**config.mk**
```make
export PLATFORM = sky130hd
export DESIGN_NAME = qpfe_seq
export DESIGN_NICKNAME = d
export VERILOG_FILES = /design/src/qpfe_pkg.sv /design/src/qpfe_seq.sv
export SDC_FILE = /design/constraint.sdc
export NUM_CORES = 1
export LEC_CHECK = 0
export BUFFER_PORTS_ARGS = -buffer_cell sky130_fd_sc_hd__buf_4
export CAP_MARGIN = 20
export CORE_UTILIZATION = 44
export DETAILED_ROUTE_END_ITERATION = 7
export PLACE_DENSITY = 0.74
export SLEW_MARGIN = 15
export SYNTH_ARGS = -nofsm -noshare
export SYNTH_HDL_FRONTEND = slang
export SYNTH_SLANG_ARGS = --single-unit
```
**constraint.sdc**
```tcl
create_clock -name mclk -period 2.7 [get_ports mclk]
set_input_delay 0.135 -clock mclk [delete_from_list [all_inputs] [get_ports mclk]]
set_output_delay 0.135 -clock mclk [all_outputs]
set_load 0.01 [all_outputs]
```
**src/qpfe_pkg.sv**
```systemverilog
// Package for the quad-phase fetch/execute sequencer: widths, phases and carriers.
package qpfe_pkg;

   // ----------------------------------------------------------------------
   // Sizes and constants
   // ----------------------------------------------------------------------
   localparam int             QPFE_PC_W        = 12;
   localparam int             QPFE_IMPL_W      = 10;
   localparam int             QPFE_INSTR_W     = 12;
   localparam int             QPFE_DATA_W      = 8;
   localparam int             QPFE_DADDR_W     = 7;
   localparam int             QPFE_PHASES      = 4;
   localparam logic [11:0]    QPFE_RESET_PC    = 12'h000;
   localparam logic [11:0]    QPFE_IMPL_MASK   = 12'h3ff;
   localparam logic [11:0]    QPFE_NOP         = 12'h000;
   localparam logic [7:0]     QPFE_STATUS_RESET = 8'h18;
   localparam logic [7:0]     QPFE_PTR_RESET   = 8'hc0;
   localparam int             QPFE_PAGE_BIT    = 5;
   localparam int             QPFE_BANK_LSB    = 5;
   localparam logic [4:0]     QPFE_PTR_ADDR    = 5'h04;
   localparam logic [4:0]     QPFE_STATUS_ADDR = 5'h03;
   localparam logic [4:0]     QPFE_PCL_ADDR    = 5'h02;
   localparam logic [4:0]     QPFE_BANKED_MIN  = 5'h10;

   // ----------------------------------------------------------------------
   // Phase encoding
   // ----------------------------------------------------------------------
   typedef enum logic [1:0] {
      phase_first,
      phase_second,
      phase_third,
      phase_fourth
   } qpfe_phase_e;

   // Data memory request toward the register file.
   typedef struct packed {
      logic                    rd;
      logic                    wr;
      logic [6:0]              addr;
      logic [7:0]              wdata;
   } qpfe_dmem_s;

endpackage : qpfe_pkg

```
**src/qpfe_seq.sv**
```systemverilog
// Quad-phase fetch/execute sequencer with paging, banking and branch flush.
`timescale 1ns/1ns
module qpfe_seq
   import qpfe_pkg::*;
(
   // Clock and reset
   input  wire logic                   mclk,
   input  wire logic                   rst_n,
   // Program memory
   output logic [QPFE_IMPL_W-1:0]      pmem_addr,
   input  wire logic [QPFE_INSTR_W-1:0] pmem_rdata,
   // Data memory
   output qpfe_dmem_s                  dmem_req,
   input  wire logic [QPFE_DATA_W-1:0] dmem_rdata,
   // Phase and status view
   output qpfe_phase_e                 phase,
   output logic [QPFE_INSTR_W-1:0]     instr_hold_reg,
   output logic                        instr_valid,
   output logic [QPFE_PC_W-1:0]        pc,
   output logic [QPFE_DATA_W-1:0]      status_reg,
   output logic [QPFE_DATA_W-1:0]      indirect_addr_pointer,
   output logic [QPFE_DATA_W-1:0]      work_reg
);

   // ----------------------------------------------------------------------
   // State
   // ----------------------------------------------------------------------
   qpfe_phase_e                 next_phase;
   logic [QPFE_PC_W-1:0]        next_pc;
   logic [QPFE_INSTR_W-1:0]     next_instr_hold_reg;
   logic                        next_instr_valid;
   logic [QPFE_IMPL_W-1:0]      next_pmem_addr;
   qpfe_dmem_s                  next_dmem_req;
   logic [QPFE_DATA_W-1:0]      operand;
   logic [QPFE_DATA_W-1:0]      next_operand;
   logic [QPFE_DATA_W-1:0]      next_status_reg;
   logic [QPFE_DATA_W-1:0]      next_indirect_addr_pointer;
   logic [QPFE_DATA_W-1:0]      next_work_reg;

   // ----------------------------------------------------------------------
   // Decode helpers
   // ----------------------------------------------------------------------
   // Decoded subset: 101t_tttt_tttt jumps, 0000_001f_ffff moves the working
   // value to a file, 0010_000f_ffff moves a file to the working value and
   // 1100_kkkk_kkkk loads a literal. Everything else executes as a no-op,
   // which keeps the sequencing complete without a full instruction set.
   function automatic logic is_jump(input logic [11:0] ins);
      return ins[11:9] == 3'b101;
   endfunction : is_jump

   function automatic logic is_move_to_file(input logic [11:0] ins);
      return ins[11:5] == 7'b0000001;
   endfunction : is_move_to_file

   // Jump targets carry nine bits; the page bit of the status value fills the
   // tenth, and the upper bits stay clear so the target lies in the 1K space.
   function automatic logic [QPFE_PC_W-1:0] jump_target(input logic [11:0] ins, input logic [7:0] stat);
      logic [QPFE_PC_W-1:0] tgt;
      tgt                = '0;
      tgt[8:0]           = ins[8:0];
      tgt[QPFE_IMPL_W-1] = stat[QPFE_PAGE_BIT];
      return tgt;
   endfunction : jump_target

   // Files at and above the banked floor take two bank bits from the pointer;
   // below it every bank sees the same registers.
   function automatic logic [6:0] data_addr(input logic [4:0] f, input logic [7:0] ptr);
      logic [4:0] eff;
      eff = (f == 5'h00) ? ptr[4:0] : f;
      if (eff >= QPFE_BANKED_MIN) begin
         return {ptr[QPFE_BANK_LSB+1:QPFE_BANK_LSB], eff};
      end
      return {2'b00, eff};
   endfunction : data_addr

   // ----------------------------------------------------------------------
   // Phase counter
   // ----------------------------------------------------------------------
   // The phase free-runs from reset; every other stage keys off it, so no
   // stage needs a divider of its own.
   always_comb begin
      next_phase = qpfe_phase_e'(phase + 2'd1);
   end

   always_ff @(posedge mclk or negedge rst_n) begin
      if (!rst_n) begin
         phase <= phase_first;
      end else begin
         phase <= next_phase;
      end
   end

   // ----------------------------------------------------------------------
   // Fetch stage: program counter, fetch address and instruction hold
   // ----------------------------------------------------------------------
   // Outputs are registered, so each action shows one edge after the phase
   // that asks for it: the fetch address stands from the second phase on.
   // A jump or a write to the low program counter byte voids the word that
   // was fetched alongside it by clearing the valid flag, which turns it into
   // a bubble without a separate flush register.
   always_comb begin
      next_pc             = pc;
      next_pmem_addr      = pmem_addr;
      next_instr_hold_reg = instr_hold_reg;
      next_instr_valid    = instr_valid;
      case (phase)
         phase_first: begin
            next_pc        = pc + 12'd1;
            next_pmem_addr = pc[QPFE_IMPL_W-1:0];
         end
         phase_fourth: begin
            next_instr_hold_reg = pmem_rdata;
            next_instr_valid    = 1'b1;
            if (instr_valid && is_jump(instr_hold_reg)) begin
               next_pc          = jump_target(instr_hold_reg, status_reg);
               next_instr_valid = 1'b0;
            end else if (instr_valid && is_move_to_file(instr_hold_reg) &&
                         instr_hold_reg[4:0] == QPFE_PCL_ADDR) begin
               next_pc          = {pc[QPFE_PC_W-1:8], work_reg};
               next_instr_valid = 1'b0;
            end
         end
         default: begin
            next_pc = pc;
         end
      endcase
   end

   // Reset leaves the hold register empty so nothing executes before a fetch.
   always_ff @(posedge mclk or negedge rst_n) begin
      if (!rst_n) begin
         pc             <= QPFE_RESET_PC;
         pmem_addr      <= '0;
         instr_hold_reg <= QPFE_NOP;
         instr_valid    <= 1'b0;
      end else begin
         pc             <= next_pc;
         pmem_addr      <= next_pmem_addr;
         instr_hold_reg <= next_instr_hold_reg;
         instr_valid    <= next_instr_valid;
      end
   end

   // ----------------------------------------------------------------------
   // Execute stage: data memory slots, working value and pointers
   // ----------------------------------------------------------------------
   // The read strobe stands in the third phase and the operand is taken at
   // its end, which needs a memory that answers in the same cycle. The write
   // strobe stands in the first phase of the next cycle, so it lands before
   // the following instruction reads.
   always_comb begin
      next_dmem_req              = dmem_req;
      next_dmem_req.rd           = 1'b0;
      next_dmem_req.wr           = 1'b0;
      next_operand               = operand;
      next_status_reg            = status_reg;
      next_indirect_addr_pointer = indirect_addr_pointer;
      next_work_reg              = work_reg;
      case (phase)
         phase_second: begin
            if (instr_valid && !is_jump(instr_hold_reg)) begin
               next_dmem_req.rd   = 1'b1;
               next_dmem_req.addr = data_addr(instr_hold_reg[4:0], indirect_addr_pointer);
            end
         end
         phase_third: begin
            next_operand = dmem_rdata;
         end
         phase_fourth: begin
            if (instr_valid && is_move_to_file(instr_hold_reg)) begin
               // Move working value to file: issued in the fourth phase, strobed in the next first phase.
               next_dmem_req.wr    = 1'b1;
               next_dmem_req.addr  = data_addr(instr_hold_reg[4:0], indirect_addr_pointer);
               next_dmem_req.wdata = work_reg;
               if (instr_hold_reg[4:0] == QPFE_PTR_ADDR) begin
                  next_indirect_addr_pointer = work_reg;
               end else if (instr_hold_reg[4:0] == QPFE_STATUS_ADDR) begin
                  next_status_reg = work_reg;
               end
            end else if (instr_valid && instr_hold_reg[11:5] == 7'b0010000) begin
               // Move file to working value.
               next_work_reg = operand;
            end else if (instr_valid && instr_hold_reg[11:8] == 4'b1100) begin
               next_work_reg = instr_hold_reg[7:0];
            end
         end
         default: begin
            next_operand = operand;
         end
      endcase
   end

   // Reset puts the program page at zero and the pointer in an upper bank.
   always_ff @(posedge mclk or negedge rst_n) begin
      if (!rst_n) begin
         dmem_req              <= '0;
         operand               <= '0;
         status_reg            <= QPFE_STATUS_RESET;
         indirect_addr_pointer <= QPFE_PTR_RESET;
         work_reg              <= '0;
      end else begin
         dmem_req              <= next_dmem_req;
         operand               <= next_operand;
         status_reg            <= next_status_reg;
         indirect_addr_pointer <= next_indirect_addr_pointer;
         work_reg              <= next_work_reg;
      end
   end

endmodule : qpfe_seq

```
==> results of run 1 <==
==> repair_timing <==
item,CTS,global route
buffers inserted,0,0
hold endpoints to repair,12,44
hold buffers,12,3
==> Yosys cell counts (2+ instances only) <==
library cell / instances
dfrtp_1: 82
mux2_2: 47
nand2_1: 34
inv_1: 20
mux2i_1: 18
o21ai_0: 15
a21oi_1: 12
nor2_1: 12
clkbuf_1: 10
nand3_1: 9
mux2_4: 8
ha_1: 5
nor4_1: 5
a221oi_1: 4
dfstp_2: 4
nor3_1: 4
nand2b_1: 3
or4_1: 3
a221o_1: 2
a31oi_1: 2
nand4b_1: 2
nor2b_1: 2
nor3b_1: 2
xnor2_1: 2
==> power by group <==
| group | leakage (nW) | internal (mW) | switching [mW] |
|---|---|---|---|
| registers | 1.08 | 1.37 | 0.119 |
| clock network | 0.113 | 0.545 | 0.454 |
| logic | 1.25 | 0.229 | 0.182 |
==> layout by cell type (no fill, tap or decap), types with 2 or more instances in the layout <==
cell type / synthesis / final
buf_4: 0 / 106
a21oi_1: 12 / 12
or4_1: 3 / 3
xnor2_1: 2 / 2
mux2i_1: 18 / 18
a221oi_1: 4 / 4
dlygate4sd3_1: 0 / 15
dfrtp_1: 82 / 82
nand3_1: 9 / 9
nand2b_1: 3 / 3
mux2_2: 47 / 47
nor4_1: 5 / 5
clkbuf_8: 0 / 10
nor3b_1: 2 / 2
nand4b_1: 2 / 2
nor2_1: 12 / 12
inv_1: 20 / 20
nand2_1: 34 / 34
o21ai_0: 15 / 15
nor2b_1: 2 / 2
a221o_1: 2 / 2
a31oi_1: 2 / 2
nor3_1: 4 / 4
ha_1: 5 / 5
dfstp_2: 4 / 4
mux2_4: 8 / 8
bufinv_16: 0 / 2
==> final cells by class <==
type | instances | area, um2 | share of cell area, %
clock buffer | 10 | 138 | 2.65
tap | 108 | 135 | 2.60
multi-input combinational | 208 | 1640 | 31.5
timing repair buffer | 122 | 966 | 18.6
sequential | 86 | 2160 | 41.5
clock inverter | 5 | 82.6 | 1.59
inverter | 21 | 81.3 | 1.56
==> critical path, cell delays in order, from the launching register on <==
cell     delay, ns
dfrtp_1       0.45
or4_4         0.57
or3_4         0.46
inv_4         0.13
and3_4        0.30
mux2_4        0.32
==> metal layers <==
| metal | up-vias | track usage, % | share of wire [%] |
|---|---|---|---|
| li1 | 1402 | - | - |
| met1 | 1491 | 27.4 | 44 |
| met2 | 99 | 34.1 | 49 |
| met3 | 18 | 6.21 | 4.6 |
| met4 | 0 | 8.15 | 2.6 |
| met5 | - | 0 | 0 |
==> logic make-up after synthesis <==
logic type | Yosys count
mux | 73
fa+ha+maj | 5
compound gates | 41
buf+inv | 33
simple gates | 87
xor+xnor | 2
flops | 86
==> how the worst max path moves through the flow <==
| stage | from | end | slack [ns] | cells after the start |
|---|---|---|---|---|
| floorplan | instr_hold_reg[10] | indirect_addr_pointer[0] | 0.46 | 6 |
| detailed placement | instr_hold_reg[10] | indirect_addr_pointer[5] | 0.36 | 5 |
| finish | instr_hold_reg[11] | indirect_addr_pointer[5] | 0.35 | 5 |
| global route | instr_hold_reg[11] | indirect_addr_pointer[5] | 0.29 | 5 |
| global placement | instr_hold_reg[11] | indirect_addr_pointer[3] | 0.40 | 5 |
| CTS | instr_hold_reg[11] | indirect_addr_pointer[5] | 0.35 | 5 |
==> stage by stage <==
| stage | worst slack [ns] | instance area (um2) | power [mW] | std cells |
|---|---|---|---|---|
| after detailed placement | 0.356 | 4810 | 1.91 | 529 |
| final | 0.347 | 5200 | 2.90 | 560 |
| after global placement | 0.405 | 4810 | 1.89 | 529 |
| after global routing | 0.293 | 5200 | 3.03 | 560 |
| after CTS | 0.352 | 5150 | 2.92 | 556 |
| after floorplan | 0.457 | 3940 | 1.66 | 327 |
==> flow_summary.toml, run 1 <==
[synth]
async_flop_share_pct = 100
synth_top_area_share_pct = 52.1
syn-num-nets = 354
synth_compound_area_share_pct = 6.32
synthTopCellsByArea = "dfrtp_1, mux2_2, mux2i_1"
synth-xor-area-share_pct = 0.445
yosys.area.top_type = "dfrtp_1"
synth-main-ff-cell = "dfrtp_1"
seq_area_frac_synth_pct = 54.7
syn_avg_cell_area_um2 = 12.0
synthSimpleGateAreaFrac_pct = 12.2
syn_inst = 327
synthesis.area_mm2 = 0.00394
ys_ff_latch = 86
synth_cell_types = 44
synth_fa_ha_area_share_pct = 1.59
synth_top_family_by_area = "multiplexers"
yosys_warnings = 0
synth_edf_count = 0
synthMuxAreaShare_pct = 21.1

[routing]
ant_nets = 0
first_pass_iters = 4
routed_wl_mm = 9.62
vias_per_cell = 5.38
drt_iter0_markers = 161
wl_per_cell_um = 17.2
vias = 3010
remaining_drc_errors = 0

[setup_path]
crit_type = "flip-flop to flip-flop"
cp-end-kind = "flip-flop"
r2r_slack_ns = 0.35
crit_arrival_ns = 2.60
timing.reg2reg.worst_path_depth = 5
r2r-start = "instr_hold_reg[11]"
worst_setup_path_start_kind = "flip-flop"
required_ns = 2.94
reg2reg_to = "indirect_addr_pointer[5]"
critPathMaxFanout = 12

[place]
post-dp-hpwl_mm = 7.01
port_buffers = 99
gp_congestion = 0.817

[clocking]
clk_pin_slew_ns = 0.08
htree_levels = 3
cts_made_buffers = 9
cts.repair.resized = 0
clock_path_buffers = 2
cts-root-buf = "clkbuf_8"
clock-sinks = 86
cts_tree = "built"
clk_latency_ns = 0.36

[hold_path]
min-delay-start = "pmem_rdata[8]"
holdPathEnd = "instr_hold_reg[8]"
hold_depth = 2
hp-class = "input port to flip-flop"

[floorplanning]
rows = 34
initial_core_util_pct = 45.4
ios = 100
core-area_mm2 = 0.00868
fp.dieH_um = 96.6
die_w_um = 96.6
die_area_mm2 = 0.00934

[grt]
grt_pass1_wl_mm = 15.5
grt_pass1_vias = 3014
grt_usage_pct = 21.3
antenna_found_initial = 0
grt_overflow = 0
grt_max_degree = 87

[sta]
setup_viol = 0
fin_setup_tns_ns = 0
hold_viol_final = 0
worstMarginPinSlew_ns = 0.854
report.final.slew_viol_count = 0
hold_slack_ns = 0.0198
min_period_over_period_pct = 87.1
period_needed_ns = 2.35
finClkSkew_ns = 0.0126
max-slew-margin-rel_pct = 42.7
fmax_mhz = 425
rsz0062_at_grt = "false"

[cells_and_area]
antenna_cells = 0
nets = 475
fin_util_pct = 59.9
area_delta_synth_final_pct = 32.0
drive_above_1_share_pct = 41.8
nFillCells = 730
largest_reg_flops = 17

[outcome]
status = "completed"

[flow_run]
cap_violations = 0

[power]
peakVddDrop_v = 0.000281
leakage_nw = 2.44
powerDensity_mw_per_mm2 = 557
(Power assumes the default switching activity.)
==> run 2, diff against run 1 <==
- ABC_AREA: default -> 1
==> flow_summary.toml, run 2 <==
[clocking]
htree_levels = 3
cts.repair.resized = 0
cts_made_buffers = 9
clk_latency_ns = 0.36
cts_tree = "built"
clk_pin_slew_ns = 0.08
clock_path_buffers = 2
clock-sinks = 86
cts-root-buf = "clkbuf_8"

[setup_path]
required_ns = 2.94
r2r_slack_ns = 0.86
reg2reg_to = "pc[1]"
critPathMaxFanout = 19
timing.reg2reg.worst_path_depth = 10
crit_arrival_ns = 2.07
worst_setup_path_start_kind = "flip-flop"
r2r-start = "phase[0]"
critPathLaunch = "phase[0]"
crit_type = "flip-flop to flip-flop"
cp-end-kind = "flip-flop"

[power]
pwr-share-clk_pct = 28.2
p_sw_share_pct = 31.1
leakage_nw = 2.66
peakVddDrop_v = 0.000285
intPower_mw = 2.15
p_sw_mw = 0.974
power_frac_seq_pct = 50.1
p_comb_share_pct = 21.7
powerDensity_mw_per_mm2 = 598
total_power_mw = 3.13

[outcome]
violations = "design-rule violations"
status = "complete, but fails checks"

[routing]
ant_nets = 0
vias = 3650
drt_iter0_markers = 190
routed_wl_mm = 10.5
wl_per_cell_um = 14.6
vias_per_cell = 5.08
remaining_drc_errors = 6
first_pass_iters = 7

[cells_and_area]
antenna_cells = 0
multi_input_area_mm2 = 0.00158
layout_commonest_cell = "nand2_1"
drive_above_1_share_pct = 23.4
regArea_mm2 = 0.00216
largest_reg_flops = 17
nFillCells = 801
nets = 633
layout_common_cells = "nand2_1, buf_4, dfrtp_1"
area_delta_synth_final_pct = 30.0

[synth]
async_flop_share_pct = 100
syn-num-nets = 514
post-synth-top-count-cell = "nand2_1"
synth_cell_types = 30
ys_ff_latch = 86
seq_area_frac_synth_pct = 53.6
synth_edf_count = 0
synthTopCellsByCount = "nand2_1, dfrtp_1, o21ai_0"
synth_top_area_share_pct = 51.0
synthTopCellsByArea = "dfrtp_1, nand2_1, o21ai_0"
yosys_warnings = 0
syn_inst = 487
synthesis.area_mm2 = 0.00402
yosys.area.top_type = "dfrtp_1"
syn_avg_cell_area_um2 = 8.26
synth-main-ff-cell = "dfrtp_1"

[sta]
fin_setup_tns_ns = 0
hold_viol_final = 0
period_needed_ns = 1.84
rsz0062_at_grt = "false"
max-slew-margin-rel_pct = 62.0
fmax_mhz = 545
min_period_over_period_pct = 68.0
report.final.slew_viol_count = 0
setup_viol = 0
worstMarginPinSlew_ns = 0.571
finClkSkew_ns = 0.0144

[hold_path]
hold_depth = 3
min-delay-start = "pmem_rdata[10]"
hp-class = "input port to flip-flop"
holdPathEnd = "instr_hold_reg[10]"

[floorplanning]
ios = 100
core-area_mm2 = 0.00881
die_area_mm2 = 0.00953
die_w_um = 97.6
initial_core_util_pct = 45.7
rows = 34
fp.dieH_um = 97.6

[flow_run]
cap_violations = 0

[grt]
grt_pass1_vias = 3466
grt_overflow = 0
grt_max_degree = 87
antenna_found_initial = 0
grt_pass1_wl_mm = 17.1
grt_usage_pct = 22.7

[place]
gp_congestion = 0.820
port_buffers = 99
post-dp-hpwl_mm = 7.46
## run 2: cell count changes after synthesis, sizes merged, moves of 19 or more
cell,change
inv,+34
mux2,-55
nand2,+125
nand3,+31
nor2,+19
o21ai,+60
## run 2: worst max-delay path: stages, from the launching register on
cell and delay [ns]:
dfrtp_1 0.41, inv_1 0.09, ha_1 0.25, inv_2 0.23, nor2_1 0.12, inv_1 0.08
nand2_1 0.09, inv_2 0.16, nand2_2 0.14, nand2_1 0.10, nand2_1 0.05
## run 2: worst max path at each step
| stage | to | cells past startpoint | slack (ns) |
|---|---|---|---|
| finish | pc[1] | 10 | 0.86 |
| global route | pc[0] | 10 | 0.65 |
| CTS | pc[6] | 10 | 0.86 |
| detailed placement | pc[6] | 10 | 0.89 |
| global placement | pc[6] | 10 | 0.98 |
| floorplan | pc[10] | 7 | 1.13 |
## run 2: through the flow
stage               cells  worst slack (ns)  area, um2  util [%]  hold slack, ns
finish                719             0.864       5230      59.4          0.0105
detailed placement    683             0.885       4830      54.9           0.349
global placement      683             0.980       4830      54.9           0.343
floorplan             487              1.13       4020         -          -0.161
CTS                   716             0.860       5190      58.9        0.000772
global route          719             0.651       5230      59.4          0.0135
## run 2: per-layer routing
| layer | global-route usage (%) | up-vias | wire [um] | share of wire, % |
|---|---|---|---|---|
| met5 | 0 | - | 0 | 0 |
| met4 | 8.62 | 0 | 218 | 2.1 |
| met3 | 4.10 | 21 | 589 | 5.6 |
| met2 | 36.1 | 118 | 5020 | 48 |
| met1 | 31.0 | 1714 | 4650 | 44 |
| li1 | - | 1797 | - | - |
## run 2: what timing repair did
action                                 in CTS  in global routing
endpoints found under the hold margin      17                 41
buffers inserted                            0                  0
hold buffers                               17                  2
## run 2: area by class of cell
type,count,share of cell area (%)
Clock inverter,4,0.957
Tap cell,108,2.58
Clock buffer,12,2.58
Sequential cell,86,41.3
Multi-Input combinational cell,333,30.1
Inverter,55,3.95
Timing Repair Buffer,121,18.5
## run 2: power by group through the flow
| stage | logic, mW | clock network, mW | registers [mW] |
|---|---|---|---|
| after detailed placement | 0.653 | 0 | 1.59 |
| after floorplan | 0.277 | 0 | 1.60 |
| after CTS | 0.675 | 0.893 | 1.56 |
| after global placement | 0.642 | 0 | 1.59 |
| after global routing | 0.755 | 0.943 | 1.58 |
| final | 0.678 | 0.883 | 1.57 |
## run 2: kinds of logic (layout without fill, tap and decap cells)
group           Yosys count  count (layout)  synth area share (%)
compound gates           87              87                  11.4
simple gates            241             241                  26.2
fa+ha+maj                 5               5                  1.56
buf+inv                  68             192                  7.22
flops                    86              86                  53.6
